==> config.mk <==
export PLATFORM = sky130hd
export DESIGN_NAME = udcrc_regs
export DESIGN_NICKNAME = d
export VERILOG_FILES = /design/src/common/udcrc_pkg.sv /design/src/hdl/udcrc_regs.sv
export SDC_FILE = /design/constraint.sdc
export NUM_CORES = 1
export LEC_CHECK = 0
export BUFFER_PORTS_ARGS = -buffer_cell sky130_fd_sc_hd__buf_2
export CORE_ASPECT_RATIO = 0.8
export CORE_MARGIN = 5
export CORE_UTILIZATION = 36
export CTS_CLUSTER_SIZE = 20
export DETAILED_ROUTE_END_ITERATION = 10
export HOLD_SLACK_MARGIN = 0.02
export SYNTH_ARGS = -nofsm -noshare
export SYNTH_HDL_FRONTEND = slang
export SYNTH_SLANG_ARGS = --single-unit
==> constraint.sdc <==
create_clock -name pclk -period 2 [get_ports pclk]
set_input_delay 0.1 -clock pclk [delete_from_list [all_inputs] [get_ports pclk]]
set_output_delay 0.1 -clock pclk [all_outputs]
set_load 0.02 [all_outputs]
==> src/common/udcrc_pkg.sv <==
// udcrc_pkg: register map, field positions and carrier types of the
// usb dma channel and clock/reset control register bank.
// assumes a 32-bit apb slave with one aligned word per register.

package udcrc_pkg;

    // ------------------------------------------------------------------
    // register map (byte offsets)
    // ------------------------------------------------------------------
    localparam int unsigned        NUM_CHAN      = 8;
    localparam logic [11:0]        CHAN_BASE     = 12'h000;
    localparam logic [11:0]        CHAN_STRIDE   = 12'h004;
    localparam logic [11:0]        CRC_OFFSET    = 12'h020;
    localparam int unsigned        CRC_INDEX     = 8;

    // ------------------------------------------------------------------
    // channel control field positions
    // ------------------------------------------------------------------
    localparam int unsigned        CH_BURST_LSB  = 9;
    localparam int unsigned        CH_ERR_BIT    = 8;
    localparam int unsigned        CH_EP_LSB     = 4;
    localparam int unsigned        CH_IE_BIT     = 3;
    localparam int unsigned        CH_MODE_BIT   = 2;
    localparam int unsigned        CH_DIR_BIT    = 1;
    localparam int unsigned        CH_GO_BIT     = 0;
    localparam logic [3:0]         CH_EP_MAX     = 4'h7;

    // ------------------------------------------------------------------
    // clock/reset control field positions and reset values
    // ------------------------------------------------------------------
    localparam int unsigned        CRC_GEN_BIT   = 26;
    localparam int unsigned        CRC_RES_BIT   = 25;
    localparam int unsigned        CRC_ACT_BIT   = 24;
    localparam int unsigned        CRC_RSVD_BIT  = 15;
    localparam int unsigned        CRC_IDOV_BIT  = 9;
    localparam int unsigned        CRC_IDVAL_BIT = 8;
    localparam int unsigned        CRC_PHYID_BIT = 7;
    localparam int unsigned        CRC_VBUS_BIT  = 6;
    localparam int unsigned        CRC_ASES_BIT  = 5;
    localparam int unsigned        CRC_BSES_BIT  = 4;
    localparam int unsigned        CRC_SEND_BIT  = 3;
    localparam int unsigned        CRC_GIE_BIT   = 2;
    localparam int unsigned        CRC_RIE_BIT   = 1;
    localparam int unsigned        CRC_WKE_BIT   = 0;
    localparam logic               ACT_RESET     = 1'b1;
    localparam logic               RSVD_VALUE    = 1'b1;
    localparam logic               ID_IDLE_LEVEL = 1'b1;

    // burst selection codes
    typedef enum logic [1:0] {
        BURST_UNDEF, BURST_UPTO4, BURST_UPTO8, BURST_UPTO16
    } udcrc_burst_e;

    // one channel control register
    typedef struct packed {
        udcrc_burst_e burst_type_select;
        logic         channel_bus_error_flag;
        logic [3:0]   channel_endpoint_select;
        logic         channel_irq_enable;
        logic         channel_transfer_mode;
        logic         channel_direction;
        logic         channel_go;
    } udcrc_chan_s;

    // channel settings handed to the dma engine
    typedef struct packed {
        logic         go;
        logic         start;
        logic         direction;
        logic         transfer_mode;
        logic [3:0]   endpoint;
        logic         incr16_ok;
        logic         incr8_ok;
        logic         incr4_ok;
    } udcrc_chan_cfg_s;

    // clock/reset control register state
    typedef struct packed {
        logic general_event_flag;
        logic resume_flag;
        logic activity_flag;
        logic id_override_enable;
        logic id_override_value;
        logic phy_id_monitor_enable;
        logic vbus_valid_monitor_enable;
        logic a_session_monitor_enable;
        logic b_session_monitor_enable;
        logic session_end_monitor_enable;
        logic general_irq_enable;
        logic resume_irq_enable;
        logic wake_irq_enable;
    } udcrc_crc_s;

    // gated phy indications handed to the otg logic
    typedef struct packed {
        logic id_level;
        logic vbus_valid;
        logic a_session_valid;
        logic b_session_valid;
        logic session_end;
    } udcrc_mon_s;

endpackage : udcrc_pkg

==> src/hdl/udcrc_regs.sv <==
// udcrc_regs: apb register bank for eight usb dma channel controls and
// the usb clock/reset control register, with the gating they steer.
// assumes pclk at 20 mhz, inputs synchronous to pclk, one apb master.

`timescale 1ns/1ps
`default_nettype none

module udcrc_regs #(
    parameter int unsigned NCHAN = udcrc_pkg::NUM_CHAN,
    parameter int unsigned AW    = 12
) (
    input  wire logic                                pclk,
    input  wire logic                                presetn,
    input  wire logic                                psel,
    input  wire logic                                penable,
    input  wire logic                                pwrite,
    input  wire logic [AW-1:0]                       paddr,
    input  wire logic [31:0]                         pwdata,
    output logic      [31:0]                         prdata,
    output logic                                     pready,
    output logic                                     pslverr,
    input  wire logic [NCHAN-1:0]                    chan_bus_err,
    input  wire logic [NCHAN-1:0]                    chan_done,
    output udcrc_pkg::udcrc_chan_cfg_s [NCHAN-1:0]   chan_cfg,
    output logic      [NCHAN-1:0]                    chan_irq,
    input  wire logic                                usb_event,
    input  wire logic                                usb_resume,
    input  wire logic                                usb_activity,
    input  wire logic                                phy_id,
    input  wire logic                                phy_vbus_valid,
    input  wire logic                                phy_a_session_valid,
    input  wire logic                                phy_b_session_valid,
    input  wire logic                                phy_session_end,
    output udcrc_pkg::udcrc_mon_s                    mon,
    output logic                                     usb_irq
);

    // ------------------------------------------------------------------
    // elaboration checks
    // ------------------------------------------------------------------
    localparam int unsigned IW = AW - 2;

    // the map holds at most eight channels ahead of the crc word
    generate
        if (NCHAN < 1 || NCHAN > udcrc_pkg::NUM_CHAN || AW < 6 || AW > 12) begin : g_bad
            $error("udcrc_regs: NCHAN must be 1..8 and AW 6..12");
        end
    endgenerate

    // ------------------------------------------------------------------
    // state
    // ------------------------------------------------------------------
    typedef struct packed {
        udcrc_pkg::udcrc_chan_s     [NCHAN-1:0] ch;
        udcrc_pkg::udcrc_chan_cfg_s [NCHAN-1:0] cfg;
        logic                       [NCHAN-1:0] irq;
        udcrc_pkg::udcrc_crc_s                  crc;
        udcrc_pkg::udcrc_mon_s                  mon;
        logic                                   usb_irq;
        logic                       [31:0]      rdata;
    } udcrc_state_s;

    // reset image: all zero except the activity flag and the idle id
    function automatic udcrc_state_s udcrc_rst_state();
        udcrc_state_s st;
        st = '0;
        st.crc.activity_flag = udcrc_pkg::ACT_RESET;
        st.mon.id_level      = udcrc_pkg::ID_IDLE_LEVEL;
        return st;
    endfunction : udcrc_rst_state

    localparam udcrc_state_s RST_STATE = udcrc_rst_state();

    udcrc_state_s s_q;
    udcrc_state_s s_d;

    // ------------------------------------------------------------------
    // helper functions
    // ------------------------------------------------------------------
    // channel register as software sees it
    function automatic logic [31:0] udcrc_chan_word(input udcrc_pkg::udcrc_chan_s c);
        logic [31:0] w;
        w = 32'h0000_0000;
        w[udcrc_pkg::CH_BURST_LSB +: 2] = c.burst_type_select;
        w[udcrc_pkg::CH_ERR_BIT]        = c.channel_bus_error_flag;
        w[udcrc_pkg::CH_EP_LSB +: 4]    = c.channel_endpoint_select;
        w[udcrc_pkg::CH_IE_BIT]         = c.channel_irq_enable;
        w[udcrc_pkg::CH_MODE_BIT]       = c.channel_transfer_mode;
        w[udcrc_pkg::CH_DIR_BIT]        = c.channel_direction;
        w[udcrc_pkg::CH_GO_BIT]         = c.channel_go;
        return w;
    endfunction : udcrc_chan_word

    // clock/reset register as software sees it
    function automatic logic [31:0] udcrc_crc_word(input udcrc_pkg::udcrc_crc_s c);
        logic [31:0] w;
        w = 32'h0000_0000;
        w[udcrc_pkg::CRC_GEN_BIT]   = c.general_event_flag;
        w[udcrc_pkg::CRC_RES_BIT]   = c.resume_flag;
        w[udcrc_pkg::CRC_ACT_BIT]   = c.activity_flag;
        w[udcrc_pkg::CRC_RSVD_BIT]  = udcrc_pkg::RSVD_VALUE;
        w[udcrc_pkg::CRC_IDOV_BIT]  = c.id_override_enable;
        w[udcrc_pkg::CRC_IDVAL_BIT] = c.id_override_value;
        w[udcrc_pkg::CRC_PHYID_BIT] = c.phy_id_monitor_enable;
        w[udcrc_pkg::CRC_VBUS_BIT]  = c.vbus_valid_monitor_enable;
        w[udcrc_pkg::CRC_ASES_BIT]  = c.a_session_monitor_enable;
        w[udcrc_pkg::CRC_BSES_BIT]  = c.b_session_monitor_enable;
        w[udcrc_pkg::CRC_SEND_BIT]  = c.session_end_monitor_enable;
        w[udcrc_pkg::CRC_GIE_BIT]   = c.general_irq_enable;
        w[udcrc_pkg::CRC_RIE_BIT]   = c.resume_irq_enable;
        w[udcrc_pkg::CRC_WKE_BIT]   = c.wake_irq_enable;
        return w;
    endfunction : udcrc_crc_word

    // burst lengths that a burst code permits, {incr16, incr8, incr4}
    function automatic logic [2:0] udcrc_burst_ok(input udcrc_pkg::udcrc_burst_e b);
        logic [2:0] ok;
        ok = 3'h0;
        case (b)
            udcrc_pkg::BURST_UPTO16: ok = 3'h7;
            udcrc_pkg::BURST_UPTO8:  ok = 3'h3;
            udcrc_pkg::BURST_UPTO4:  ok = 3'h1;
            udcrc_pkg::BURST_UNDEF:  ok = 3'h0;
            default:                 ok = 3'h0;
        endcase
        return ok;
    endfunction : udcrc_burst_ok

    // ------------------------------------------------------------------
    // address decode
    // ------------------------------------------------------------------
    logic [IW-1:0] word_idx;
    logic          hit_chan;
    logic          hit_crc;
    logic          mapped;
    logic          acc_wr;

    // word index; misaligned addresses are treated as unmapped
    assign word_idx = paddr[AW-1:2];
    assign hit_chan = (word_idx < IW'(NCHAN));
    assign hit_crc  = (word_idx == IW'(udcrc_pkg::CRC_INDEX));
    assign mapped   = (hit_chan || hit_crc) && (paddr[1:0] == 2'h0);
    assign acc_wr   = psel && penable && pwrite && mapped;

    // zero wait states; error answer only in the access phase
    assign pready  = 1'b1;
    assign pslverr = psel && penable && !mapped;

    // ------------------------------------------------------------------
    // next state
    // ------------------------------------------------------------------
    always_comb begin
        udcrc_pkg::udcrc_chan_s ch;
        logic [2:0]             ok;
        logic                   wr_this;
        logic                   gate_id;
        ch      = '0;
        ok      = 3'h0;
        wr_this = 1'b0;
        gate_id = 1'b0;
        s_d     = s_q;

        // channels, each decoded and updated on its own
        for (int i = 0; i < NCHAN; i++) begin
            ch      = s_q.ch[i];
            wr_this = acc_wr && hit_chan && (word_idx == IW'(i));
            if (wr_this) begin
                ch.burst_type_select = udcrc_pkg::udcrc_burst_e'(
                    pwdata[udcrc_pkg::CH_BURST_LSB +: 2]);
                ch.channel_irq_enable    = pwdata[udcrc_pkg::CH_IE_BIT];
                ch.channel_transfer_mode = pwdata[udcrc_pkg::CH_MODE_BIT];
                ch.channel_direction     = pwdata[udcrc_pkg::CH_DIR_BIT];
                ch.channel_go            = pwdata[udcrc_pkg::CH_GO_BIT];
                // out-of-range endpoints would aim at no fifo; keep the old one
                if (pwdata[udcrc_pkg::CH_EP_LSB +: 4] <= udcrc_pkg::CH_EP_MAX) begin
                    ch.channel_endpoint_select = pwdata[udcrc_pkg::CH_EP_LSB +: 4];
                end
                // writing one leaves the flag alone
                if (!pwdata[udcrc_pkg::CH_ERR_BIT]) begin
                    ch.channel_bus_error_flag = 1'b0;
                end
            end
            // set after clear, so an error in the clearing cycle survives
            if (chan_bus_err[i]) begin
                ch.channel_bus_error_flag = 1'b1;
            end
            s_d.ch[i] = ch;

            // settings seen by the dma engine, one cycle after the write
            ok                       = udcrc_burst_ok(ch.burst_type_select);
            s_d.cfg[i].go            = ch.channel_go;
            s_d.cfg[i].start         = ch.channel_go && !s_q.ch[i].channel_go;
            s_d.cfg[i].direction     = ch.channel_direction;
            s_d.cfg[i].transfer_mode = ch.channel_transfer_mode;
            s_d.cfg[i].endpoint      = ch.channel_endpoint_select;
            s_d.cfg[i].incr16_ok     = ok[2];
            s_d.cfg[i].incr8_ok      = ok[1];
            s_d.cfg[i].incr4_ok      = ok[0];

            // interrupt on completion or bus error, only when enabled
            s_d.irq[i] = ch.channel_irq_enable &&
                         (ch.channel_bus_error_flag || chan_done[i]);
        end

        // clock/reset control: the general event and resume flags follow their sources
        s_d.crc.general_event_flag = usb_event;
        s_d.crc.resume_flag        = usb_resume;
        if (acc_wr && hit_crc) begin
            s_d.crc.id_override_enable         = pwdata[udcrc_pkg::CRC_IDOV_BIT];
            s_d.crc.id_override_value          = pwdata[udcrc_pkg::CRC_IDVAL_BIT];
            s_d.crc.phy_id_monitor_enable      = pwdata[udcrc_pkg::CRC_PHYID_BIT];
            s_d.crc.vbus_valid_monitor_enable  = pwdata[udcrc_pkg::CRC_VBUS_BIT];
            s_d.crc.a_session_monitor_enable   = pwdata[udcrc_pkg::CRC_ASES_BIT];
            s_d.crc.b_session_monitor_enable   = pwdata[udcrc_pkg::CRC_BSES_BIT];
            s_d.crc.session_end_monitor_enable = pwdata[udcrc_pkg::CRC_SEND_BIT];
            s_d.crc.general_irq_enable         = pwdata[udcrc_pkg::CRC_GIE_BIT];
            s_d.crc.resume_irq_enable          = pwdata[udcrc_pkg::CRC_RIE_BIT];
            s_d.crc.wake_irq_enable            = pwdata[udcrc_pkg::CRC_WKE_BIT];
            if (!pwdata[udcrc_pkg::CRC_ACT_BIT]) begin
                s_d.crc.activity_flag = 1'b0;
            end
        end
        // activity wins over a clear, so a wake-up is never missed
        if (usb_activity) begin
            s_d.crc.activity_flag = 1'b1;
        end

        // phy indications, each passed only while its monitor is on
        gate_id = s_q.crc.phy_id_monitor_enable ? phy_id
                                                : udcrc_pkg::ID_IDLE_LEVEL;
        s_d.mon.id_level = s_q.crc.id_override_enable ? s_q.crc.id_override_value
                                                      : gate_id;
        s_d.mon.vbus_valid      = s_q.crc.vbus_valid_monitor_enable &&
                                  phy_vbus_valid;
        s_d.mon.a_session_valid = s_q.crc.a_session_monitor_enable &&
                                  phy_a_session_valid;
        s_d.mon.b_session_valid = s_q.crc.b_session_monitor_enable &&
                                  phy_b_session_valid;
        s_d.mon.session_end     = s_q.crc.session_end_monitor_enable &&
                                  phy_session_end;

        // usb interrupt from the three flags and their enables
        s_d.usb_irq = (s_q.crc.general_irq_enable && s_q.crc.general_event_flag) ||
                      (s_q.crc.resume_irq_enable  && s_q.crc.resume_flag) ||
                      (s_q.crc.wake_irq_enable    && s_q.crc.activity_flag);

        // read data is captured in the setup phase so prdata is a flop;
        // a flag that changes between setup and access shows next read
        if (psel && !penable) begin
            if (!mapped) begin
                s_d.rdata = 32'h0000_0000;
            end else if (hit_crc) begin
                s_d.rdata = udcrc_crc_word(s_q.crc);
            end else begin
                s_d.rdata = 32'h0000_0000;
                for (int i = 0; i < NCHAN; i++) begin
                    if (word_idx == IW'(i)) begin
                        s_d.rdata = udcrc_chan_word(s_q.ch[i]);
                    end
                end
            end
        end
    end

    // ------------------------------------------------------------------
    // state register
    // ------------------------------------------------------------------
    // async reset loads only the constant reset image
    always_ff @(posedge pclk or negedge presetn) begin
        if (!presetn) begin
            s_q <= RST_STATE;
        end else begin
            s_q <= s_d;
        end
    end

    // ------------------------------------------------------------------
    // outputs
    // ------------------------------------------------------------------
    // every data output is a flop of the state
    assign prdata   = s_q.rdata;
    assign chan_cfg = s_q.cfg;
    assign chan_irq = s_q.irq;
    assign mon      = s_q.mon;
    assign usb_irq  = s_q.usb_irq;

endmodule : udcrc_regs

`default_nettype wire

Word level (Yosys, flattened, before mapping)
Cells that the tools add are included.
Widths: inputs -> output; s select.
{"block": "totals", "regBits": 179, "input_bits": 73, "output_inout_bits": 136, "wordCells": 279}
{"block": "op_classes", "n_lt_le_gt_ge": 2, "n_eq_ne": 33, "n_mux": 55, "reduce_logical": 80}
{"op": "$mux 32", "count": 9}
{"op": "$mux 11", "count": 10}
{"op": "$pmux 3 s4", "count": 8}
{"op": "$eq 10x3->1 const B", "count": 4}
{"op": "$logic_and 1x1->1", "count": 39}
{"op": "$eq 2x2->1 const B", "count": 16}
{"op": "$mux 4", "count": 8}
{"op": "$eq 10x2->1 const B", "count": 2}
{"op": "$mux 1", "count": 20}
{"op": "$logic_not 2->1", "count": 9}
{"op": "$reduce_and 2->1", "count": 9}
{"op": "$eq 2x1->1 const B", "count": 8}
{"op": "$logic_or 1x1->1", "count": 11}
{"op": "$eq 10x1->1 const B", "count": 1}
{"op": "$eq 10x4->1 const B", "count": 1}
{"op": "$logic_not 1->1", "count": 10}
{"op": "$logic_not 10->1", "count": 1}
{"op": "$lt 10x4->1 const B", "count": 1}
{"op": "$le 4x3->1 const B", "count": 1}
{"op": "$ne 2x1->1 const B", "count": 1}
{"op": "$reduce_bool 2->1", "count": 1}

Longest topological paths before layout
Gate-level depths: netlist (run 1).
{"block": "depth", "word_depth": 11, "ltp_mapped": 8, "ltp_nobuf": 5}

Worst setup path before layout (run 1)
Ideal clock, no wire load.
{"block": "synth_path", "kind": "input port to flip-flop", "from": "in paddr[9]", "to": "reg s_q (netlist bit chan_cfg[14])", "setup_ns": 0.125, "arrival_time_ns": 1.552, "required_time_ns": 1.875, "path_slack_ns": 0.323, "stages": 6, "n_path_buf": 1, "cell_sequence": "nor4_4 -> and4_1 -> buf_6 -> nand3_1 -> nor2_2 -> mux2_2"}
{"block": "synth_between", "elab_chain_cells": 7, "elab_cells_between_ends": 9, "cone_classes": "order compare: 1; eq/ne: 2; reduce/logical: 6"}
{"element": "start: declaration", "line_no": "udcrc_regs.sv:17", "rtl": "input wire logic [AW-1:0] paddr,"}
{"element": "$lt 10x4->1 / $eq 10x4->1 (equally long branches)", "line_no": "udcrc_regs.sv:140, udcrc_regs.sv:141"}
{"element": "$logic_or 1x1->1", "line_no": "udcrc_regs.sv:142", "rtl": "assign mapped = (hit_chan || hit_crc) && (paddr[1:0] == 2'h0);"}
{"element": "$logic_and 1x1->1", "line_no": "udcrc_regs.sv:142"}
{"element": "$logic_and 1x1->1", "line_no": "udcrc_regs.sv:143", "rtl": "assign acc_wr = psel && penable && pwrite && mapped;"}
{"element": "$logic_and 1x1->1", "line_no": "udcrc_regs.sv:166", "rtl": "wr_this = acc_wr && hit_chan && (word_idx == IW'(i));"}
{"element": "$logic_and 1x1->1 *", "line_no": "udcrc_regs.sv:166"}
{"element": "$reduce_and 2->1 (no source line) *"}
{"element": "end signal: assignment", "line_no": "udcrc_regs.sv:271", "rtl": "s_q <= RST_STATE;"}
{"element": "end signal: assignment", "line_no": "udcrc_regs.sv:273", "rtl": "s_q <= s_d;"}
{"element": "end: declaration", "line_no": "udcrc_regs.sv:74", "rtl": "udcrc_state_s s_q;"}
Mark *: on every way between the ends. The rest lies on a longest branch, timed or not.
A chain may end at the register's enable or synchronous reset.

==> Implementation_results.wiki, run 1 <==
{| class="wikitable"
! Metric !! Value
|-
| Area of the die || approximately 0.026 sq mm
|-
| Crit-path max cell delay || 0.54 ns
|-
| Placer congestion estimate || 0.810
|-
| Detailed placement HPWL || about 18000 microns
|-
| Crit end category || flip-flop
|-
| Clock transition at the registers of the reported paths || approximately 0.060 ns
|-
| Unrepaired setup endpoints after global routing || false
|-
| Number of cell instances on the worst register-to-register path || 5
|-
| DRT Wirelength || ~23000 microns
|-
| Hold Crit Endpoint || s_q[161]
|-
| Max-slew violation count || 0
|-
| Critical Path AT || 2.24 ns
|-
| Data required, critical path || roughly 2.3 ns
|-
| Num Clock Sinks || between 150 and 200
|-
| Via total after detailed routing || 6003
|-
| Post-route setup TNS || 0 ns
|-
| Count of flip-flops with a built-in enable after synthesis || 0
|-
| Peak ir drop on the vdd network || about 0.00048 V
|-
| Crit path launch type || input port
|-
| Fraction of layout cells with a size suffix above 1 || 0.331
|-
| Die span in x || 178 microns
|-
| # IOs || approximately 210
|-
| Iter 0 DRT Violations || slightly below 500
|-
| Netlist area before placement || 0.00816 sq mm
|-
| Clock latency reported for the late side of the worst-skew pair || around 0.43 ns
|-
| Leakage power of the design || about 4.9 nW
|-
| Vias per inst || ~4.9
|-
| Count of H-tree levels built during CTS || 4
|-
| Ant. Diodes || 0
|-
| Clock tree from TritonCTS || yes
|-
| Combined global-route utilization of all metal layers || 0.182
|-
| Setup repair bufs after CTS || 0
|-
| Mapped Avg Cell Area || ~10 sq um
|-
| Post-synthesis sequential element count || ~150
|-
| DRC || 0
|-
| Count of max-cap constraint violations || 0
|-
| Length of the first detailed-routing pass in iterations || 5
|-
| WL per Instance || 19.0 microns
|-
| Startpoint of the worst register-to-register path || chan_cfg[8]
|-
| Number of cells on the worst hold path || 3
|-
| Power per Cell Area || 747 mW/mm^2
|-
| Period utilization || 0.964
|-
| Worst Min Path Start || pwdata[3]
|-
| Biggest fanout along the worst timing path || 11
|-
| Buffer cell driving the clock tree root || clkbuf_16
|-
| Clock buffer depth || 2
|-
| Die Y-Extent || between 100 and 150 microns
|-
| Standard-cell row count || between 40 and 50
|-
| Register-to-register setup slack || 0.34 ns
|-
| Post-synthesis cell count || 806
|-
| Path type of the worst setup path || input port to flip-flop
|-
| Port bufs || 170
|-
| Core area || 0.0224 sq mm
|-
| Share of the yosys chip area belonging to registers || 0.473
|-
| Count of endpoints failing setup in the final report || 0
|-
| Standard cell area after detailed placement || a little under 0.009 sq mm
|-
| Total congestion overflow after global routing || 0
|-
| Number of different library cells in the post-synthesis netlist || 59
|-
| Top_reg_cell synth || dfrtp_1
|-
| DRT antenna net count || 0
|-
| Cell area after layout || between 0.009 and 0.01 sq mm
|-
| Fmax || just over 500 MHz
|-
| Hold Fails Final Rpt || 0
|-
| Terminus of the critical flop-to-flop path || prdata[1]
|-
| Crit path time final || between 1.5 and 2 ns
|-
| Number of global-route vias before repair || between 5000 and 6000
|-
| Worst rel slew slack || 0.630
|-
| Total number of nets in the final design || slightly below 1000
|-
| Share of flip-flops with an asynchronous set or reset after synthesis || 1.00
|-
| Min-delay worst type || input port to flip-flop
|-
| Antenna violations before repair || 4
|-
| Clock buffer count from CTS || 17
|-
| First-pass GRT wire length || 35700 microns
|-
| Starting density of the core || 0.365
|-
| Ordered list of cells on the worst path || buf_2 -> nor4_4 -> and4_1 -> buf_12 -> nand3_2 -> mux2_1 -> o21a_1 -> dlygate4sd3_1
|-
| Largest clock skew in the final design || 0.00846 ns
|-
| Result of the run || finished, final reports clean
|-
| Critical-path top delay cell || dlygate4sd3_1
|-
| Slew at the pin closest to its max-slew limit || between 0.5 and 0.6 ns
|-
| Warning count from the yosys run || 0
|-
| Pin count of the biggest net entering global routing || 74
|-
| Synth-to-layout area growth || 18.5%
|}
[worst max path at each step]
| stage | slack (ns) | to | depth (start not counted) | from |
|---|---|---|---|---|
| after CTS | 0.09 | chan_irq[4] | 8 | paddr[9] |
| after global placement | 0.14 | chan_cfg[25] | 7 | paddr[9] |
| after global routing | 0.02 | chan_irq[4] | 9 | paddr[9] |
| after floorplan | 0.32 | chan_cfg[14] | 6 | paddr[9] |
| after detailed placement | 0.10 | prdata[6] | 7 | paddr[2] |
| final | 0.07 | chan_irq[4] | 8 | paddr[9] |
[area by class of cell]
cell class | instances | area, sq um
inverters | 3 | 11.3
clock buffers | 21 | 470
clock inverters | 10 | 190
flip-flops and latches | 154 | 3860
repair buffers | 254 | 1610
well taps | 306 | 383
multi-input cells | 485 | 3150
fillers | 2169 | 12700
[flip-flops by register name (all words and copies together), names as in the netlist]
name / flops
mon: 5
s_q: 37
prdata: 15
chan_irq: 8
chan_cfg: 88
usb_irq: 1
[cells in the final DEF (no fill, tap or decap), drive strengths merged, types with 11 or more instances in the layout]
master,n
a21oi,31
buf,221
clkbuf,21
conb,18
dfrtp,152
dlygate4sd3,33
mux2,60
nand2,105
nand2b,14
nand3,29
nor2,22
nor2b,24
nor3,13
o21ai,47
o31ai,11
[timing repair]
item / CTS / global route
setup endpoints to repair: 0 / 1
hold buffers: 33 / 0
resized for setup: 0 / 1
endpoints found under the hold margin: 191 / 0
[Yosys cell counts, drive strengths merged (3+ instances only)]
master,n,area share
o31a,3,0.0032
or2,3,0.0023
o22ai,3,0.0023
a311oi,3,0.0032
and2,7,0.0054
nor2,22,0.013
nor2b,24,0.018
dfrtp,152,0.47
buf,151,0.13
or3,8,0.0061
o21bai,3,0.0028
a31o,6,0.0064
mux2,60,0.085
o211a,5,0.0061
a21boi,5,0.0046
mux2i,5,0.0061
a21oi,31,0.019
o31ai,11,0.010
o211ai,5,0.0046
inv,3,0.0014
a221oi,6,0.0064
o32ai,8,0.0086
nand2b,14,0.011
and3,4,0.0031
nand3,29,0.020
nor3b,8,0.0074
clkbuf,29,0.014
o32a,5,0.0061
nand3b,4,0.0037
nand2,105,0.049
nor3,13,0.0098
a22o,3,0.0032
o21ai,47,0.029
[metrics by stage]
step           utilization  hold slack [ns]  std cells  total power, mW  setup WS [ns]
2_1_floorplan            -           -0.196        822             3.41          0.323
6_report             0.432           0.0500       1233             7.22         0.0717
5_1_grt              0.432           0.0629       1233             7.50         0.0187
3_3_place_gp         0.388          -0.0437       1169             3.62          0.135
3_5_place_dp         0.388          -0.0426       1169             3.62          0.102
4_1_cts              0.432           0.0316       1233             7.31         0.0928
[worst max-delay path, delay by kind of cell]
| kind | cells | cell delay, ns |
|---|---|---|
| buffers and inverters | 3 | 0.81 |
| and+or+nand+nor | 3 | 0.81 |
| muxes | 1 | 0.40 |
| AOI/OAI and AO/OA | 1 | 0.11 |
[power by group]
| group | switching, mW | internal, mW | total, mW |
|---|---|---|---|
| logic | 0.318 | 0.170 | 0.488 |
| registers | 0.00319 | 3.12 | 3.12 |
| clock network | 1.30 | 2.31 | 3.61 |
[routing by layer]
| layer | global-route usage | routed length (microns) | up-vias |
|---|---|---|---|
| met3 | 0.0688 | 2100 | 25 |
| met5 | 0 | 38 | - |
| li1 | - | - | 2872 |
| met1 | 0.267 | 11500 | 2891 |
| met4 | 0.0379 | 201 | 8 |
| met2 | 0.257 | 9600 | 207 |
[logic make-up after synthesis]
family	share of synthesized area
buffers and inverters	0.149
AOI/OAI and AO/OA	0.125
and+or+nand+nor	0.155
muxes	0.0968
other	0.000920
DFF	0.473
No activity file was read; power rests on OpenSTA's default activity.
==> inputs of run 2 (changes only) <==
TNS_END_PERCENT = 50   (was not set)
clock period = 1.8 ns   (was 2 ns; I/O delays follow)
==> Implementation_results.wiki, run 2 (synthesis gave the netlist of run 1 again) <==
{| class="wikitable"
! Metric !! Value
|-
| Num Clock Sinks || approximately 150
|-
| Area of the die || approximately 0.026 sq mm
|-
| Fraction of layout cells with a size suffix above 1 || 0.341
|-
| Ant. Diodes || 0
|-
| Period utilization || 0.962
|-
| Placed cell count || about 1200
|-
| Port bufs || 170
|-
| Pin count of the biggest net entering global routing || 65
|-
| Leakage power of the design || 4.93 nW
|-
| Clock transition at the registers of the reported paths || 0.06 ns
|-
| Length of the first detailed-routing pass in iterations || 5
|-
| Family with the most delay on the worst path || compound AO/OA/AOI/OAI gates
|-
| Met3 usage || 0.0590
|-
| Worst setup slack before clock tree synthesis || -0.103 ns
|-
| Result of the run || finished, final reports clean
|-
| Combinational cell fraction of total power || 0.074
|-
| # IOs || around 210
|-
| Synth-to-layout area growth || 19.5%
|-
| Clock Power Share || 0.480
|-
| Power per Cell Area || 799 mW/mm^2
|-
| Largest clock skew in the final design || about 0.007 ns
|-
| Path type of the worst setup path || flip-flop to flip-flop
|-
| Proportion of power drawn by flip-flops and latches || 0.445
|-
| Busiest layer in global routing || met1
|-
| Cell Int Power || ~5.9 mW
|-
| Switching pwr || ~1.9 mW
|-
| Clock buffer depth || 2
|-
| DRT Wirelength || 24100 microns
|-
| Placer congestion estimate || roughly 0.83
|-
| Crit-path max cell delay || about 0.4 ns
|-
| Worst rel slew slack || 0.615
|-
| Crit path time final || approximately 1.7 ns
|-
| Met2 demand-to-capacity share in global routing || 0.266
|-
| Ordered list of cells on the worst path || nand3b_1 -> a221oi_1 -> a311oi_1 -> o32ai_1 -> buf_4 -> a22o_1
|-
| Clock buffer count from CTS || 17
|-
| Flip-flop count of the largest register, all copies and words added || around 90
|-
| Iter 0 DRT Violations || approximately 400
|-
| Min-delay worst type || input port to flip-flop
|-
| Fin cells || ~1200
|-
| Cell area after layout || just under 0.01 sq mm
|-
| Filler Cell Count || around 2200
|-
| Met1 GRT Util || 0.275
|-
| DRT antenna net count || 0
|-
| Crit path launch type || flip-flop
|-
| Via total after detailed routing || 6191
|-
| Standard-cell row count || slightly below 50
|-
| Crit path buffers/inverters || 1
|-
| Number of global-route vias before repair || 6097
|-
| Standard cell area after detailed placement || a little under 0.009 sq mm
|-
| Data required, critical path || 2.17 ns
|-
| WL per Instance || 19.4 microns
|-
| Die span in x || ~180 microns
|-
| Highest-count cells in the layout ignoring fill and taps || 169 x buf_2, 152 x dfrtp_1, 104 x nand2_1, 56 x buf_4, 41 x o21ai_0
|-
| Vias per inst || 4.98
|-
| Sw Ratio || 0.239
|-
| Total number of nets in the final design || 1000
|-
| Biggest fanout along the worst timing path || 3
|-
| First-pass GRT wire length || about 36000 microns
|-
| Critical-path top delay cell || dfrtp_1
|-
| Count of endpoints failing setup in the final report || 0
|-
| Crit end category || flip-flop
|-
| Count of max-cap constraint violations || 0
|-
| Antenna violations before repair || 3
|-
| Critical Path AT || around 2.1 ns
|-
| Unrepaired setup endpoints after global routing || false
|-
| Worst Slack Setup Final || 0.0687 ns
|-
| Combined global-route utilization of all metal layers || 0.186
|-
| Clock latency reported for the late side of the worst-skew pair || between 0.4 and 0.5 ns
|-
| DRC || 0
|-
| Most frequent standard cell in the layout excluding fill and tap cells || buf_2
|-
| Starting density of the core || 0.365
|-
| Peak ir drop on the vdd network || 0.000586 V
|-
| Die Y-Extent || 145 microns
|-
| Fmax || 578 MHz
|-
| Clock tree from TritonCTS || yes
|-
| Hold Fails Final Rpt || 0
|-
| Core area || 0.0224 sq mm
|-
| Count of H-tree levels built during CTS || 4
|-
| Buffer cell driving the clock tree root || clkbuf_16
|-
| Slew at the pin closest to its max-slew limit || 0.575 ns
|-
| Detailed placement HPWL || around 18000 microns
|-
| Total congestion overflow after global routing || 0
|-
| Max-slew violation count || 0
|}
-- run 2: area by class of cell --
class                   instances  area (sq um)  share of cell area
repair buffers                266          1760               0.180
clock inverters                10           143              0.0146
multi-input cells             485          3140               0.322
inverters                       3          11.3             0.00115
flip-flops and latches        154          3860               0.395
clock buffers                  20           457              0.0468
well taps                     306           383              0.0393
-- run 2: final timing paths --
check | from | end | slack, ns | cells after the start
worst max-delay path | s_q[161] | prdata[3] | 0.07 | 6
max in group asynchronous | presetn | s_q[48] | 0.91 | 3
worst max register to register | s_q[161] | prdata[3] | 0.07 | 6
worst min register to register | s_q[45] | mon[4] | 0.47 | 1
min in group asynchronous | presetn | usb_irq | 0.14 | 2
worst min-delay path | pwdata[5] | chan_cfg[81] | 0.04 | 2
-- run 2: worst register-to-register path, stage by stage (launching register included) --
cell	delay (ns)
dfrtp_1	0.40
nand3b_1	0.09
a221oi_1	0.40
a311oi_1	0.13
o32ai_1	0.36
buf_4	0.18
a22o_1	0.11
-- run 2: power groups by stage --
stage,clock [mW],combinational [mW],sequential (mW)
final,3.74,0.578,3.47
after global routing,3.97,0.627,3.47
after CTS,3.81,0.577,3.47
after detailed placement,0,0.524,3.53
after global placement,0,0.519,3.53
after floorplan,0,0.251,3.53
-- run 2: routing by layer --
layer  wire [microns]  share of wire
met1            11900           0.49
met4              303          0.013
met2            10100           0.42
met3             1820          0.075
met5               30         0.0012
-- run 2: repair_timing --
item / CTS / global route
resized for setup: 0 / 1
hold endpoints to repair: 190 / 0
endpoints found under the setup margin: 0 / 1
hold buffers: 31 / 0
buffers inserted: 0 / 0
-- run 2: metrics by stage --
| stage | power (mW) | util | setup TNS, ns | hold slack, ns |
|---|---|---|---|---|
| 2_1_floorplan | 3.78 | - | 0 | -0.206 |
| 3_3_place_gp | 4.05 | 0.395 | -0.646 | 0.0174 |
| 3_5_place_dp | 4.06 | 0.395 | -1.99 | 0.0237 |
| 4_1_cts | 7.85 | 0.436 | 0 | 0.0244 |
| 5_1_grt | 8.07 | 0.436 | 0 | 0.0350 |
| 6_report | 7.79 | 0.436 | 0 | 0.0428 |
